===== src/power_down_pkg.sv =====
// Constants, field layout and mode codes of the power-down mode control.
// Assumes an AXI4-Lite master with 32-bit data and one clock domain.
package power_down_pkg;
    // ==========================================================
    // Register map
    localparam logic [3:0] OFS_CTRL_ONE = 4'h0;
    localparam logic [3:0] OFS_CTRL_TWO = 4'h4;
    localparam logic [7:0] CTRL_ONE_RESET = 8'h07;
    localparam logic [7:0] CTRL_TWO_RESET = 8'hf0;
    localparam logic [7:0] CTRL_ONE_FIXED = 8'h04;
    localparam logic [7:0] CTRL_TWO_FIXED = 8'he0;
    localparam logic [1:0] RESP_OKAY = 2'b00;
    localparam logic [1:0] RESP_SLVERR = 2'b10;
    // ==========================================================
    // Field positions
    localparam int STANDBY_SEL_BIT = 7;
    localparam int WAIT_HI = 6;
    localparam int WAIT_LO = 4;
    localparam int LOW_SPEED_BIT = 3;
    localparam int MA_HI = 1;
    localparam int MA_LO = 0;
    localparam int NOISE_SEL_BIT = 4;
    localparam int DIRECT_BIT = 3;
    localparam int MED_SEL_BIT = 2;
    localparam int SA_HI = 1;
    localparam int SA_LO = 0;
    // ==========================================================
    // Timing
    localparam int CNT_W = 18;
    localparam int WAIT_EXT_STATES = 2;
    localparam int WAIT_SHORT_STATES = 8;
    localparam int WAIT_MID_STATES = 16;
    localparam int MED_DIV_MIN = 16;
    localparam int NOISE_DIV_SLOW = 16;
    localparam int NOISE_DIV_FAST = 4;
    localparam int SUB_DIV_SLOW = 8;
    localparam int SUB_DIV_MID = 4;
    localparam int SUB_DIV_FAST = 2;
    // ==========================================================
    // Operating modes
    typedef enum logic [8:0] {
        MODE_ACT_HIGH   = 9'h001,
        MODE_ACT_MED    = 9'h002,
        MODE_SUBACT     = 9'h004,
        MODE_SLEEP_HIGH = 9'h008,
        MODE_SLEEP_MED  = 9'h010,
        MODE_SUBSLEEP   = 9'h020,
        MODE_STANDBY    = 9'h040,
        MODE_WATCH      = 9'h080,
        MODE_WAKE_WAIT  = 9'h100
    } mode_t;
endpackage


===== src/power_down_mode_control.sv =====
// Power-down mode controller: two control registers over AXI4-Lite,
// the operating-mode machine and the clock tick generators.
// Assumes sleep_exec and wake_irq are one-cycle pulses synchronous to
// aclk and that the timer watch select comes from the timer block.
`timescale 1ns/1ps

// Summary of operation
// - Wake wait field selects 8192..131072, 2, 8 or 16 states.
// - Interrupt exit from standby or watch to active waits first.
// - After watch, CPU runs on system clock or subclock per low speed bit.
// - First register bit 2 reads one, writes ignored.
// - Medium speed clock is oscillator over 16, 32, 64 or 128.
// - Second register bits 7 to 5 read one, writes ignored.
// - Noise sampling at oscillator over 16 or over 4.
// - Without direct transfer, sleep enters standby, watch, sleep, subsleep.
// - Direct transfer from high speed to medium speed or subactive.
// - Direct transfer from medium speed to high speed or subactive.
// - Direct transfer from subactive to high or medium speed.
// - After standby, watch or sleep, resume high or medium per select.
// - Subactive CPU clock is watch clock over 8, 4 or 2.
// - Subactive divider writes ignored while in subactive mode.
// - All select bits zero in active gives sleep high-speed.
// - Medium select alone in active gives sleep medium-speed.
// - Sleep medium entry may come half a state early.
// - Standby bit picks sleep or subsleep versus standby or watch.
// - From active, standby bit with timer watch bit picks watch, else standby; from subactive, standby bit alone picks watch.
module power_down_mode_control
    import power_down_pkg::*;
#(
    parameter int ADDR_W = 4,
    parameter int WAIT_000 = 8192,
    parameter int WAIT_001 = 16384,
    parameter int WAIT_010 = 32768,
    parameter int WAIT_011 = 65536,
    parameter int WAIT_100 = 131072
) (
    input wire logic aclk,
    input wire logic aresetn,
    input wire logic [ADDR_W-1:0] s_axi_awaddr,
    input wire logic s_axi_awvalid,
    output logic s_axi_awready,
    input wire logic [31:0] s_axi_wdata,
    input wire logic [3:0] s_axi_wstrb,
    input wire logic s_axi_wvalid,
    output logic s_axi_wready,
    output logic [1:0] s_axi_bresp,
    output logic s_axi_bvalid,
    input wire logic s_axi_bready,
    input wire logic [ADDR_W-1:0] s_axi_araddr,
    input wire logic s_axi_arvalid,
    output logic s_axi_arready,
    output logic [31:0] s_axi_rdata,
    output logic [1:0] s_axi_rresp,
    output logic s_axi_rvalid,
    input wire logic s_axi_rready,
    input wire logic sleep_exec,
    input wire logic wake_irq,
    input wire logic timer_watch_select,
    input wire logic watch_tick,
    output mode_t mode,
    output logic cpu_halt,
    output logic cpu_on_subclock,
    output logic osc_running,
    output logic med_clk_tick,
    output logic sub_clk_tick,
    output logic noise_sample_tick
);

    // ==========================================================
    // Functions
    function automatic logic [CNT_W-1:0] wait_cycles(input logic [2:0] s);
        unique case (s)
            3'h0: wait_cycles = CNT_W'(WAIT_000);
            3'h1: wait_cycles = CNT_W'(WAIT_001);
            3'h2: wait_cycles = CNT_W'(WAIT_010);
            3'h3: wait_cycles = CNT_W'(WAIT_011);
            3'h4: wait_cycles = CNT_W'(WAIT_100);
            3'h5: wait_cycles = CNT_W'(WAIT_EXT_STATES);
            3'h6: wait_cycles = CNT_W'(WAIT_SHORT_STATES);
            3'h7: wait_cycles = CNT_W'(WAIT_MID_STATES);
        endcase
    endfunction

    function automatic logic [ADDR_W-1:0] word_of(input logic [ADDR_W-1:0] a);
        word_of = {a[ADDR_W-1:2], 2'h0};
    endfunction

    // ==========================================================
    // Registers
    logic [7:0] ctrl_one_q;
    logic [7:0] ctrl_two_q;
    mode_t mode_q, mode_d;
    logic [CNT_W-1:0] wait_cnt_q;

    wire logic software_standby_select = ctrl_one_q[STANDBY_SEL_BIT];
    wire logic [2:0] wait_sel = ctrl_one_q[WAIT_HI:WAIT_LO];
    wire logic low_speed_select = ctrl_one_q[LOW_SPEED_BIT];
    wire logic [1:0] medium_speed_divider = ctrl_one_q[MA_HI:MA_LO];
    wire logic noise_sample_rate_select = ctrl_two_q[NOISE_SEL_BIT];
    wire logic direct_transfer_select = ctrl_two_q[DIRECT_BIT];
    wire logic medium_speed_select = ctrl_two_q[MED_SEL_BIT];
    wire logic [1:0] subactive_clock_divider = ctrl_two_q[SA_HI:SA_LO];

    // ==========================================================
    // AXI4-Lite slave
    logic awready_q, wready_q, bvalid_q, arready_q, rvalid_q;
    logic [1:0] bresp_q, rresp_q;
    logic [31:0] rdata_q;
    logic [ADDR_W-1:0] awaddr_q;
    logic [31:0] wdata_q;
    logic [3:0] wstrb_q;

    wire logic aw_hs = s_axi_awvalid & awready_q;
    wire logic w_hs = s_axi_wvalid & wready_q;
    wire logic b_hs = bvalid_q & s_axi_bready;
    wire logic ar_hs = s_axi_arvalid & arready_q;
    wire logic r_hs = rvalid_q & s_axi_rready;
    wire logic do_write = ~awready_q & ~wready_q & ~bvalid_q;
    wire logic wr_one = word_of(awaddr_q) == OFS_CTRL_ONE;
    wire logic wr_two = word_of(awaddr_q) == OFS_CTRL_TWO;
    wire logic wr_ok = wr_one | wr_two;
    wire logic wr_lane = do_write & wstrb_q[0];
    wire logic rd_one = word_of(s_axi_araddr) == OFS_CTRL_ONE;
    wire logic rd_two = word_of(s_axi_araddr) == OFS_CTRL_TWO;
    wire logic [7:0] rd_byte = rd_one ? ctrl_one_q :
                               rd_two ? ctrl_two_q : 8'h00;

    // Fixed-one bits forced on every write
    wire logic [7:0] one_wr =
        (wdata_q[7:0] & ~CTRL_ONE_FIXED) | CTRL_ONE_FIXED;
    wire logic [7:0] two_raw =
        (wdata_q[7:0] & ~CTRL_TWO_FIXED) | CTRL_TWO_FIXED;
    wire logic in_subact = mode_q == MODE_SUBACT;
    wire logic [7:0] two_wr = in_subact ?
        {two_raw[7:SA_HI+1], ctrl_two_q[SA_HI:SA_LO]} : two_raw;

    always_ff @(posedge aclk) begin
        if (!aresetn) begin
            awready_q <= 1'b1;
            awaddr_q <= '0;
        end else if (aw_hs) begin
            awready_q <= 1'b0;
            awaddr_q <= s_axi_awaddr;
        end else if (b_hs) begin
            awready_q <= 1'b1;
        end
    end

    always_ff @(posedge aclk) begin
        if (!aresetn) begin
            wready_q <= 1'b1;
            wdata_q <= '0;
            wstrb_q <= '0;
        end else if (w_hs) begin
            wready_q <= 1'b0;
            wdata_q <= s_axi_wdata;
            wstrb_q <= s_axi_wstrb;
        end else if (b_hs) begin
            wready_q <= 1'b1;
        end
    end

    // Commits once both halves are in, whatever their order
    always_ff @(posedge aclk) begin
        if (!aresetn) begin
            bvalid_q <= 1'b0;
            bresp_q <= RESP_OKAY;
        end else if (do_write) begin
            bvalid_q <= 1'b1;
            bresp_q <= wr_ok ? RESP_OKAY : RESP_SLVERR;
        end else if (b_hs) begin
            bvalid_q <= 1'b0;
        end
    end

    always_ff @(posedge aclk) begin
        if (!aresetn) begin
            arready_q <= 1'b1;
            rvalid_q <= 1'b0;
            rresp_q <= RESP_OKAY;
            rdata_q <= '0;
        end else if (ar_hs) begin
            arready_q <= 1'b0;
            rvalid_q <= 1'b1;
            rdata_q <= {24'h000000, rd_byte};
            rresp_q <= (rd_one | rd_two) ? RESP_OKAY : RESP_SLVERR;
        end else if (r_hs) begin
            arready_q <= 1'b1;
            rvalid_q <= 1'b0;
        end
    end

    always_ff @(posedge aclk) begin
        if (!aresetn) begin
            ctrl_one_q <= CTRL_ONE_RESET;
            ctrl_two_q <= CTRL_TWO_RESET;
        end else begin
            if (wr_lane && wr_one)
                ctrl_one_q <= one_wr;
            if (wr_lane && wr_two)
                ctrl_two_q <= two_wr;
        end
    end

    // ==========================================================
    // Mode machine
    wire logic wait_done = wait_cnt_q == CNT_W'(1);
    // Direct transfer needs the exact select pattern, else normal sleep
    wire logic direct_hi_to_med = ~software_standby_select &
        medium_speed_select & ~low_speed_select;
    wire logic direct_med_to_hi = ~software_standby_select &
        ~medium_speed_select & ~low_speed_select;
    wire logic watch_pair = software_standby_select & timer_watch_select;
    wire logic direct_to_sub = watch_pair & low_speed_select;
    wire logic direct_sub_up = watch_pair & ~low_speed_select;
    wire mode_t resume_act = medium_speed_select ? MODE_ACT_MED
        : MODE_ACT_HIGH;
    // Sleep medium entry may land half a state early
    wire mode_t sleep_pick = medium_speed_select ? MODE_SLEEP_MED
        : MODE_SLEEP_HIGH;
    wire mode_t act_sleep = ~software_standby_select ? sleep_pick :
        timer_watch_select ? MODE_WATCH : MODE_STANDBY;
    wire mode_t sub_sleep = software_standby_select ? MODE_WATCH
        : MODE_SUBSLEEP;
    // Watch with the subclock selected skips the settling wait
    wire logic start_wait = wake_irq & ((mode_q == MODE_STANDBY) |
        ((mode_q == MODE_WATCH) & ~low_speed_select));

    always_comb begin
        mode_d = mode_q;
        unique case (mode_q)
            MODE_ACT_HIGH: if (sleep_exec) begin
                if (direct_transfer_select && direct_hi_to_med)
                    mode_d = MODE_ACT_MED;
                else if (direct_transfer_select && direct_to_sub)
                    mode_d = MODE_SUBACT;
                else
                    mode_d = act_sleep;
            end
            MODE_ACT_MED: if (sleep_exec) begin
                if (direct_transfer_select && direct_med_to_hi)
                    mode_d = MODE_ACT_HIGH;
                else if (direct_transfer_select && direct_to_sub)
                    mode_d = MODE_SUBACT;
                else
                    mode_d = act_sleep;
            end
            MODE_SUBACT: if (sleep_exec) begin
                if (direct_transfer_select && direct_sub_up)
                    mode_d = resume_act;
                else
                    mode_d = sub_sleep;
            end
            MODE_SLEEP_HIGH, MODE_SLEEP_MED: if (wake_irq)
                mode_d = resume_act;
            MODE_SUBSLEEP: if (wake_irq)
                mode_d = MODE_SUBACT;
            MODE_STANDBY: if (wake_irq)
                mode_d = MODE_WAKE_WAIT;
            MODE_WATCH: if (wake_irq)
                mode_d = low_speed_select ? MODE_SUBACT
                                          : MODE_WAKE_WAIT;
            MODE_WAKE_WAIT: if (wait_done)
                mode_d = resume_act;
            default: mode_d = MODE_ACT_HIGH;
        endcase
    end

    always_ff @(posedge aclk) begin
        if (!aresetn) begin
            mode_q <= MODE_ACT_HIGH;
            wait_cnt_q <= '0;
        end else begin
            mode_q <= mode_d;
            if (start_wait)
                wait_cnt_q <= wait_cycles(wait_sel);
            else if (mode_q == MODE_WAKE_WAIT && !wait_done)
                wait_cnt_q <= wait_cnt_q - CNT_W'(1);
        end
    end

    // ==========================================================
    // Clock ticks
    logic [6:0] med_cnt_q;
    logic [3:0] noise_cnt_q;
    logic [2:0] sub_cnt_q;
    logic med_tick_q, noise_tick_q, sub_tick_q;
    logic halt_q, on_sub_q, osc_q;

    wire logic [6:0] med_last =
        7'((MED_DIV_MIN << medium_speed_divider) - 1);
    wire logic [3:0] noise_last = noise_sample_rate_select ?
        4'(NOISE_DIV_FAST - 1) : 4'(NOISE_DIV_SLOW - 1);
    wire logic [2:0] sub_last = subactive_clock_divider[1] ?
        3'(SUB_DIV_FAST - 1) : subactive_clock_divider[0] ?
        3'(SUB_DIV_MID - 1) : 3'(SUB_DIV_SLOW - 1);
    wire logic med_mode = (mode_d == MODE_ACT_MED) |
                          (mode_d == MODE_SLEEP_MED);
    wire logic sub_mode = (mode_d == MODE_SUBACT) |
                          (mode_d == MODE_SUBSLEEP);
    wire logic run_mode = (mode_d == MODE_ACT_HIGH) |
                          (mode_d == MODE_ACT_MED) |
                          (mode_d == MODE_SUBACT);
    wire logic osc_on = ~((mode_d == MODE_STANDBY) |
                          (mode_d == MODE_WATCH) | sub_mode);
    wire logic med_hit = med_cnt_q >= med_last;
    wire logic noise_hit = noise_cnt_q >= noise_last;
    wire logic sub_hit = watch_tick & (sub_cnt_q >= sub_last);

    // Counters restart on mode entry, so the first tick is a full period
    always_ff @(posedge aclk) begin
        if (!aresetn) begin
            med_cnt_q <= '0;
            med_tick_q <= 1'b0;
        end else begin
            med_cnt_q <= (med_hit | ~med_mode) ? 7'h00 : med_cnt_q + 7'h01;
            med_tick_q <= med_mode & med_hit;
        end
    end

    always_ff @(posedge aclk) begin
        if (!aresetn) begin
            noise_cnt_q <= '0;
            noise_tick_q <= 1'b0;
        end else begin
            noise_cnt_q <= (noise_hit | ~osc_on) ? 4'h0 : noise_cnt_q + 4'h1;
            noise_tick_q <= osc_on & noise_hit;
        end
    end

    always_ff @(posedge aclk) begin
        if (!aresetn) begin
            sub_cnt_q <= '0;
            sub_tick_q <= 1'b0;
        end else begin
            if (!sub_mode || sub_hit)
                sub_cnt_q <= 3'h0;
            else if (watch_tick)
                sub_cnt_q <= sub_cnt_q + 3'h1;
            sub_tick_q <= sub_mode & sub_hit;
        end
    end

    always_ff @(posedge aclk) begin
        if (!aresetn) begin
            halt_q <= 1'b0;
            on_sub_q <= 1'b0;
            osc_q <= 1'b1;
        end else begin
            halt_q <= ~run_mode;
            on_sub_q <= sub_mode;
            osc_q <= osc_on;
        end
    end

    // ==========================================================
    // Outputs
    assign s_axi_awready = awready_q;
    assign s_axi_wready = wready_q;
    assign s_axi_bvalid = bvalid_q;
    assign s_axi_bresp = bresp_q;
    assign s_axi_arready = arready_q;
    assign s_axi_rvalid = rvalid_q;
    assign s_axi_rdata = rdata_q;
    assign s_axi_rresp = rresp_q;
    assign mode = mode_q;
    assign cpu_halt = halt_q;
    assign cpu_on_subclock = on_sub_q;
    assign osc_running = osc_q;
    assign med_clk_tick = med_tick_q;
    assign sub_clk_tick = sub_tick_q;
    assign noise_sample_tick = noise_tick_q;

endmodule // power_down_mode_control


===== config.mk =====
export PLATFORM = sky130hd
export DESIGN_NAME = power_down_mode_control
export DESIGN_NICKNAME = d
export VERILOG_FILES = /design/src/power_down_pkg.sv /design/src/power_down_mode_control.sv
export SDC_FILE = /design/constraint.sdc
export NUM_CORES = 1
export LEC_CHECK = 0
export BUFFER_PORTS_ARGS = -buffer_cell sky130_fd_sc_hd__buf_2
export CAP_MARGIN = 25
export CORE_MARGIN = 2
export CORE_UTILIZATION = 33
export DETAILED_ROUTE_END_ITERATION = 7
export SETUP_SLACK_MARGIN = 0.4
export SYNTH_ARGS = -nofsm -noshare
export SYNTH_HDL_FRONTEND = slang
export SYNTH_SLANG_ARGS = --single-unit

===== constraint.sdc =====
create_clock -name aclk -period 2.8 [get_ports aclk]
set_clock_uncertainty 0.1 [all_clocks]
set_input_delay 0.42 -clock aclk [delete_from_list [all_inputs] [get_ports aclk]]
set_output_delay 0.42 -clock aclk [all_outputs]
set_load 0.02 [all_outputs]

==> impl_metrics.csv <==
group,metric,value,unit
outcome,status,"finished clean",
global_routing,gr-total-overflow,0,
clock_network,clk_latency,0.34,ns
placed_design,placed_area,0.00492,mm^2
final_layout,final_cell_area,0.00555,mm^2
global_routing,grt_pass1_wl,18200,um
logic_synthesis,synth_top_cell_area_share,41.4,%
die,dieArea,0.0146,mm^2
route,route.vias.total,3861,
logic_synthesis,yosysSeqAreaShare,41.4,%
sta,finalMaxSlewViolations,0,
route,dr.pass1.iters,5,
die,row_count,42,
sta,hold_viol_final,0,
clock_network,htree_levels,3,
placed_design,io_buffers,53,
die,start_util,33.8,%
worst_setup_path,cp_max_fo,7,
route,drtIter0Drc,152,
logic_synthesis,syn_area,0.00450,mm^2
clock_network,hold_buffers,0,
clock_network,cts_tree,"built",
final_layout,num-fill-cells,1309,
clock_network,cts.clk_slew.worst_paths,0.07,ns
sta,rsz0062_at_grt,"yes",
clock_network,numCtsBuffers,9,
worst_setup_path,required,2.95,ns
placed_design,dp_hpwl,7630,um
die,num_io_pins,111,
logic_synthesis,synth.most_common_cell,"dfxtp_1",
power,power.share.clock,45.3,%
worst_setup_path,critical_path_class,"flop to flop",
worst_hold_path,hold_class,"primary input to flop",
route,viasPerCell,4.94,
power,p_leak,2.35,nW
final_layout,final_nets,667,
logic_synthesis,synthTopCellsByCount,"dfxtp_1 (93), nor2_1 (60), nand2_1 (57)",
route,drc_errors,0,
logic_synthesis,ys.flop_type,"dfxtp_1",
sta,finalSetupViolCount,0,
clock_network,clock-sinks,93,
die,die_y,121,um
final_layout,final_core_util,41.8,%
logic_synthesis,ys_seq_elements,93,
logic_synthesis,syn_avg_cell_area,8.49,um^2
die,core_area,0.0133,mm^2
worst_setup_path,crit_path_cell_trace,"xor2_1, o2111ai_2, buf_4, nor2_1, o31a_1, or4_4, nor4b_4",
route,ant_nets,0,
logic_synthesis,ys_types,64,
power,intPower,2.39,mW
power,power_frac_seq,44.4,%
logic_synthesis,synthCells,530,
route,wl_per_cell,13.9,um
placed_design,place.gp.congestion,0.925,
worst_hold_path,hold_path_depth,3,
logic_synthesis,yosys_warnings,0,
sta,tns,0,ns
die,die_x,121,um
power,irDropWorstVdd,0.352,mV
worst_setup_path,rr_worst_depth,7,
logic_synthesis,async_flop_share,0,%
worst_setup_path,slowest_delay,0.51,ns
worst_setup_path,end_kind,"flop",
logic_synthesis,synth_edf_count,0,
logic_synthesis,yosys.area.top_type,"dfxtp_1",
clock_network,clockBufferDepth,2,
final_layout,antenna_cells,0,
power,netSwitchingFraction,24.1,%
sta,finalCritPeriodShare,84.9,%
job,cap_violations,0,
global_routing,first_global_vias,3747,
global_routing,grt_max_degree,42,
clock_network,root_buffer,"clkbuf_16",
worst_setup_path,critPathArrivalTime,2.53,ns
sta,fmax,421,MHz
logic_synthesis,synth_area_leaders,"dfxtp_1 (41%), nor2_1 (5.0%), nand2_1 (4.8%), a21oi_1 (4.7%), buf_4 (4.3%)",
global_routing,grtUsageTotal,15.5,%
route,routed_wl,10900,um
final_layout,drive_above_1_share,24.3,%
power,power.share.combinational,10.3,%
power,powerDensity,567,mW/mm^2
power,power_switching,0.759,mW
global_routing,antenna_found_initial,0,
worst_setup_path,cpMaxStageDelayCell,"or4_4",
final_layout,area_growth,23.4,%
worst_setup_path,start_kind,"flop",
sta,fin_crit,2.38,ns
-- layer usage --
metal	track usage (%)	vias up	share of wire, %
met5	0	-	0
met4	5.16	0	0.74
met3	3.49	9	5.2
met2	25.6	115	48
met1	19.9	1802	46
li1	-	1935	-
-- repair_timing --
| action | in CTS | in global routing |
|---|---|---|
| resized for setup | 14 | 29 |
| cloned | 0 | 0 |
| setup endpoints to repair | 16 | 21 |
| buffers inserted | 1 | 13 |
| pin swaps | 5 | 11 |
| hold endpoints to repair | 0 | 0 |
-- placed cells by master (no fill, tap or decap), drive strengths merged, types with 15 or more instances in the layout --
cell type,instances
nand3,15
nor3,23
conb,26
nor2,60
inv,16
nand2,57
buf,81
a21oi,43
dfxtp,93
o21ai,18
xor2,17
-- power groups by stage --
stage	logic (mW)	clock network, mW	registers, mW
2_1_floorplan	0.217	0	1.44
6_report	0.323	1.43	1.40
4_1_cts	0.290	1.46	1.40
3_3_place_gp	0.278	0	1.43
3_5_place_dp	0.283	0	1.43
5_1_grt	0.360	1.53	1.40
-- path summary, 6_finish.rpt --
path	from	end	slack (ns)
worst min-delay path	s_axi_wdata[4]	wdata_q[4]	0.21
worst max register to register	mode[1]	cpu_halt	0.42
worst max-delay path	mode[1]	cpu_halt	0.42
worst min register to register	flop	wait_cnt_q[1]	0.33
-- registers in the layout, indices dropped and copies added, names as in the netlist, 2 cells and up, named ones only --
name and count:
ctrl_two_q 5, awaddr_q 2, s_axi_rdata 8, med_cnt_q 7
wait_cnt_q 18, ctrl_one_q 7, noise_cnt_q 4, sub_cnt_q 3
wdata_q 8, mode 9
-- per-stage QoR --
stage	std cells	setup WS, ns	hold WS, ns	power (mW)
floorplan	555	0.388	0.317	1.66
global placement	751	0.174	0.327	1.71
detailed placement	751	0.130	0.332	1.71
CTS	768	0.367	0.196	3.15
global route	781	0.359	0.210	3.29
finish	781	0.423	0.213	3.15
-- area by class of cell --
cell class	count	area, um^2	share of cell area [%]
Clock buffer	10	239	4.30
Clock inverter	6	115	2.07
Inverter	14	52.6	0.947
Multi-Input combinational cell	399	2540	45.8
Sequential cell	93	1900	34.1
Tap cell	176	220	3.97
Timing Repair Buffer	83	485	8.74
-- cell families after synthesis --
group,count (synthesis),synth area share [%]
AOI/OAI and AO/OA,98,13.7
adders and majority gates,12,3.34
other,1,0.0834
buffers and inverters,63,7.68
xor gates and xnor gates,26,5.06
DFF,93,41.4
and+or+nand+nor,221,25.1
muxes,16,3.64
-- critical path: cells and delay by family (launching register included) --
kind                      cells  cell delay (ns)
DFF                           1             0.38
AOI/OAI and AO/OA             2             0.57
buffers and inverters         1             0.17
and+or+nand+nor               3             0.88
xor gates and xnor gates      1             0.17
No activity file was read; power rests on OpenSTA's default activity.
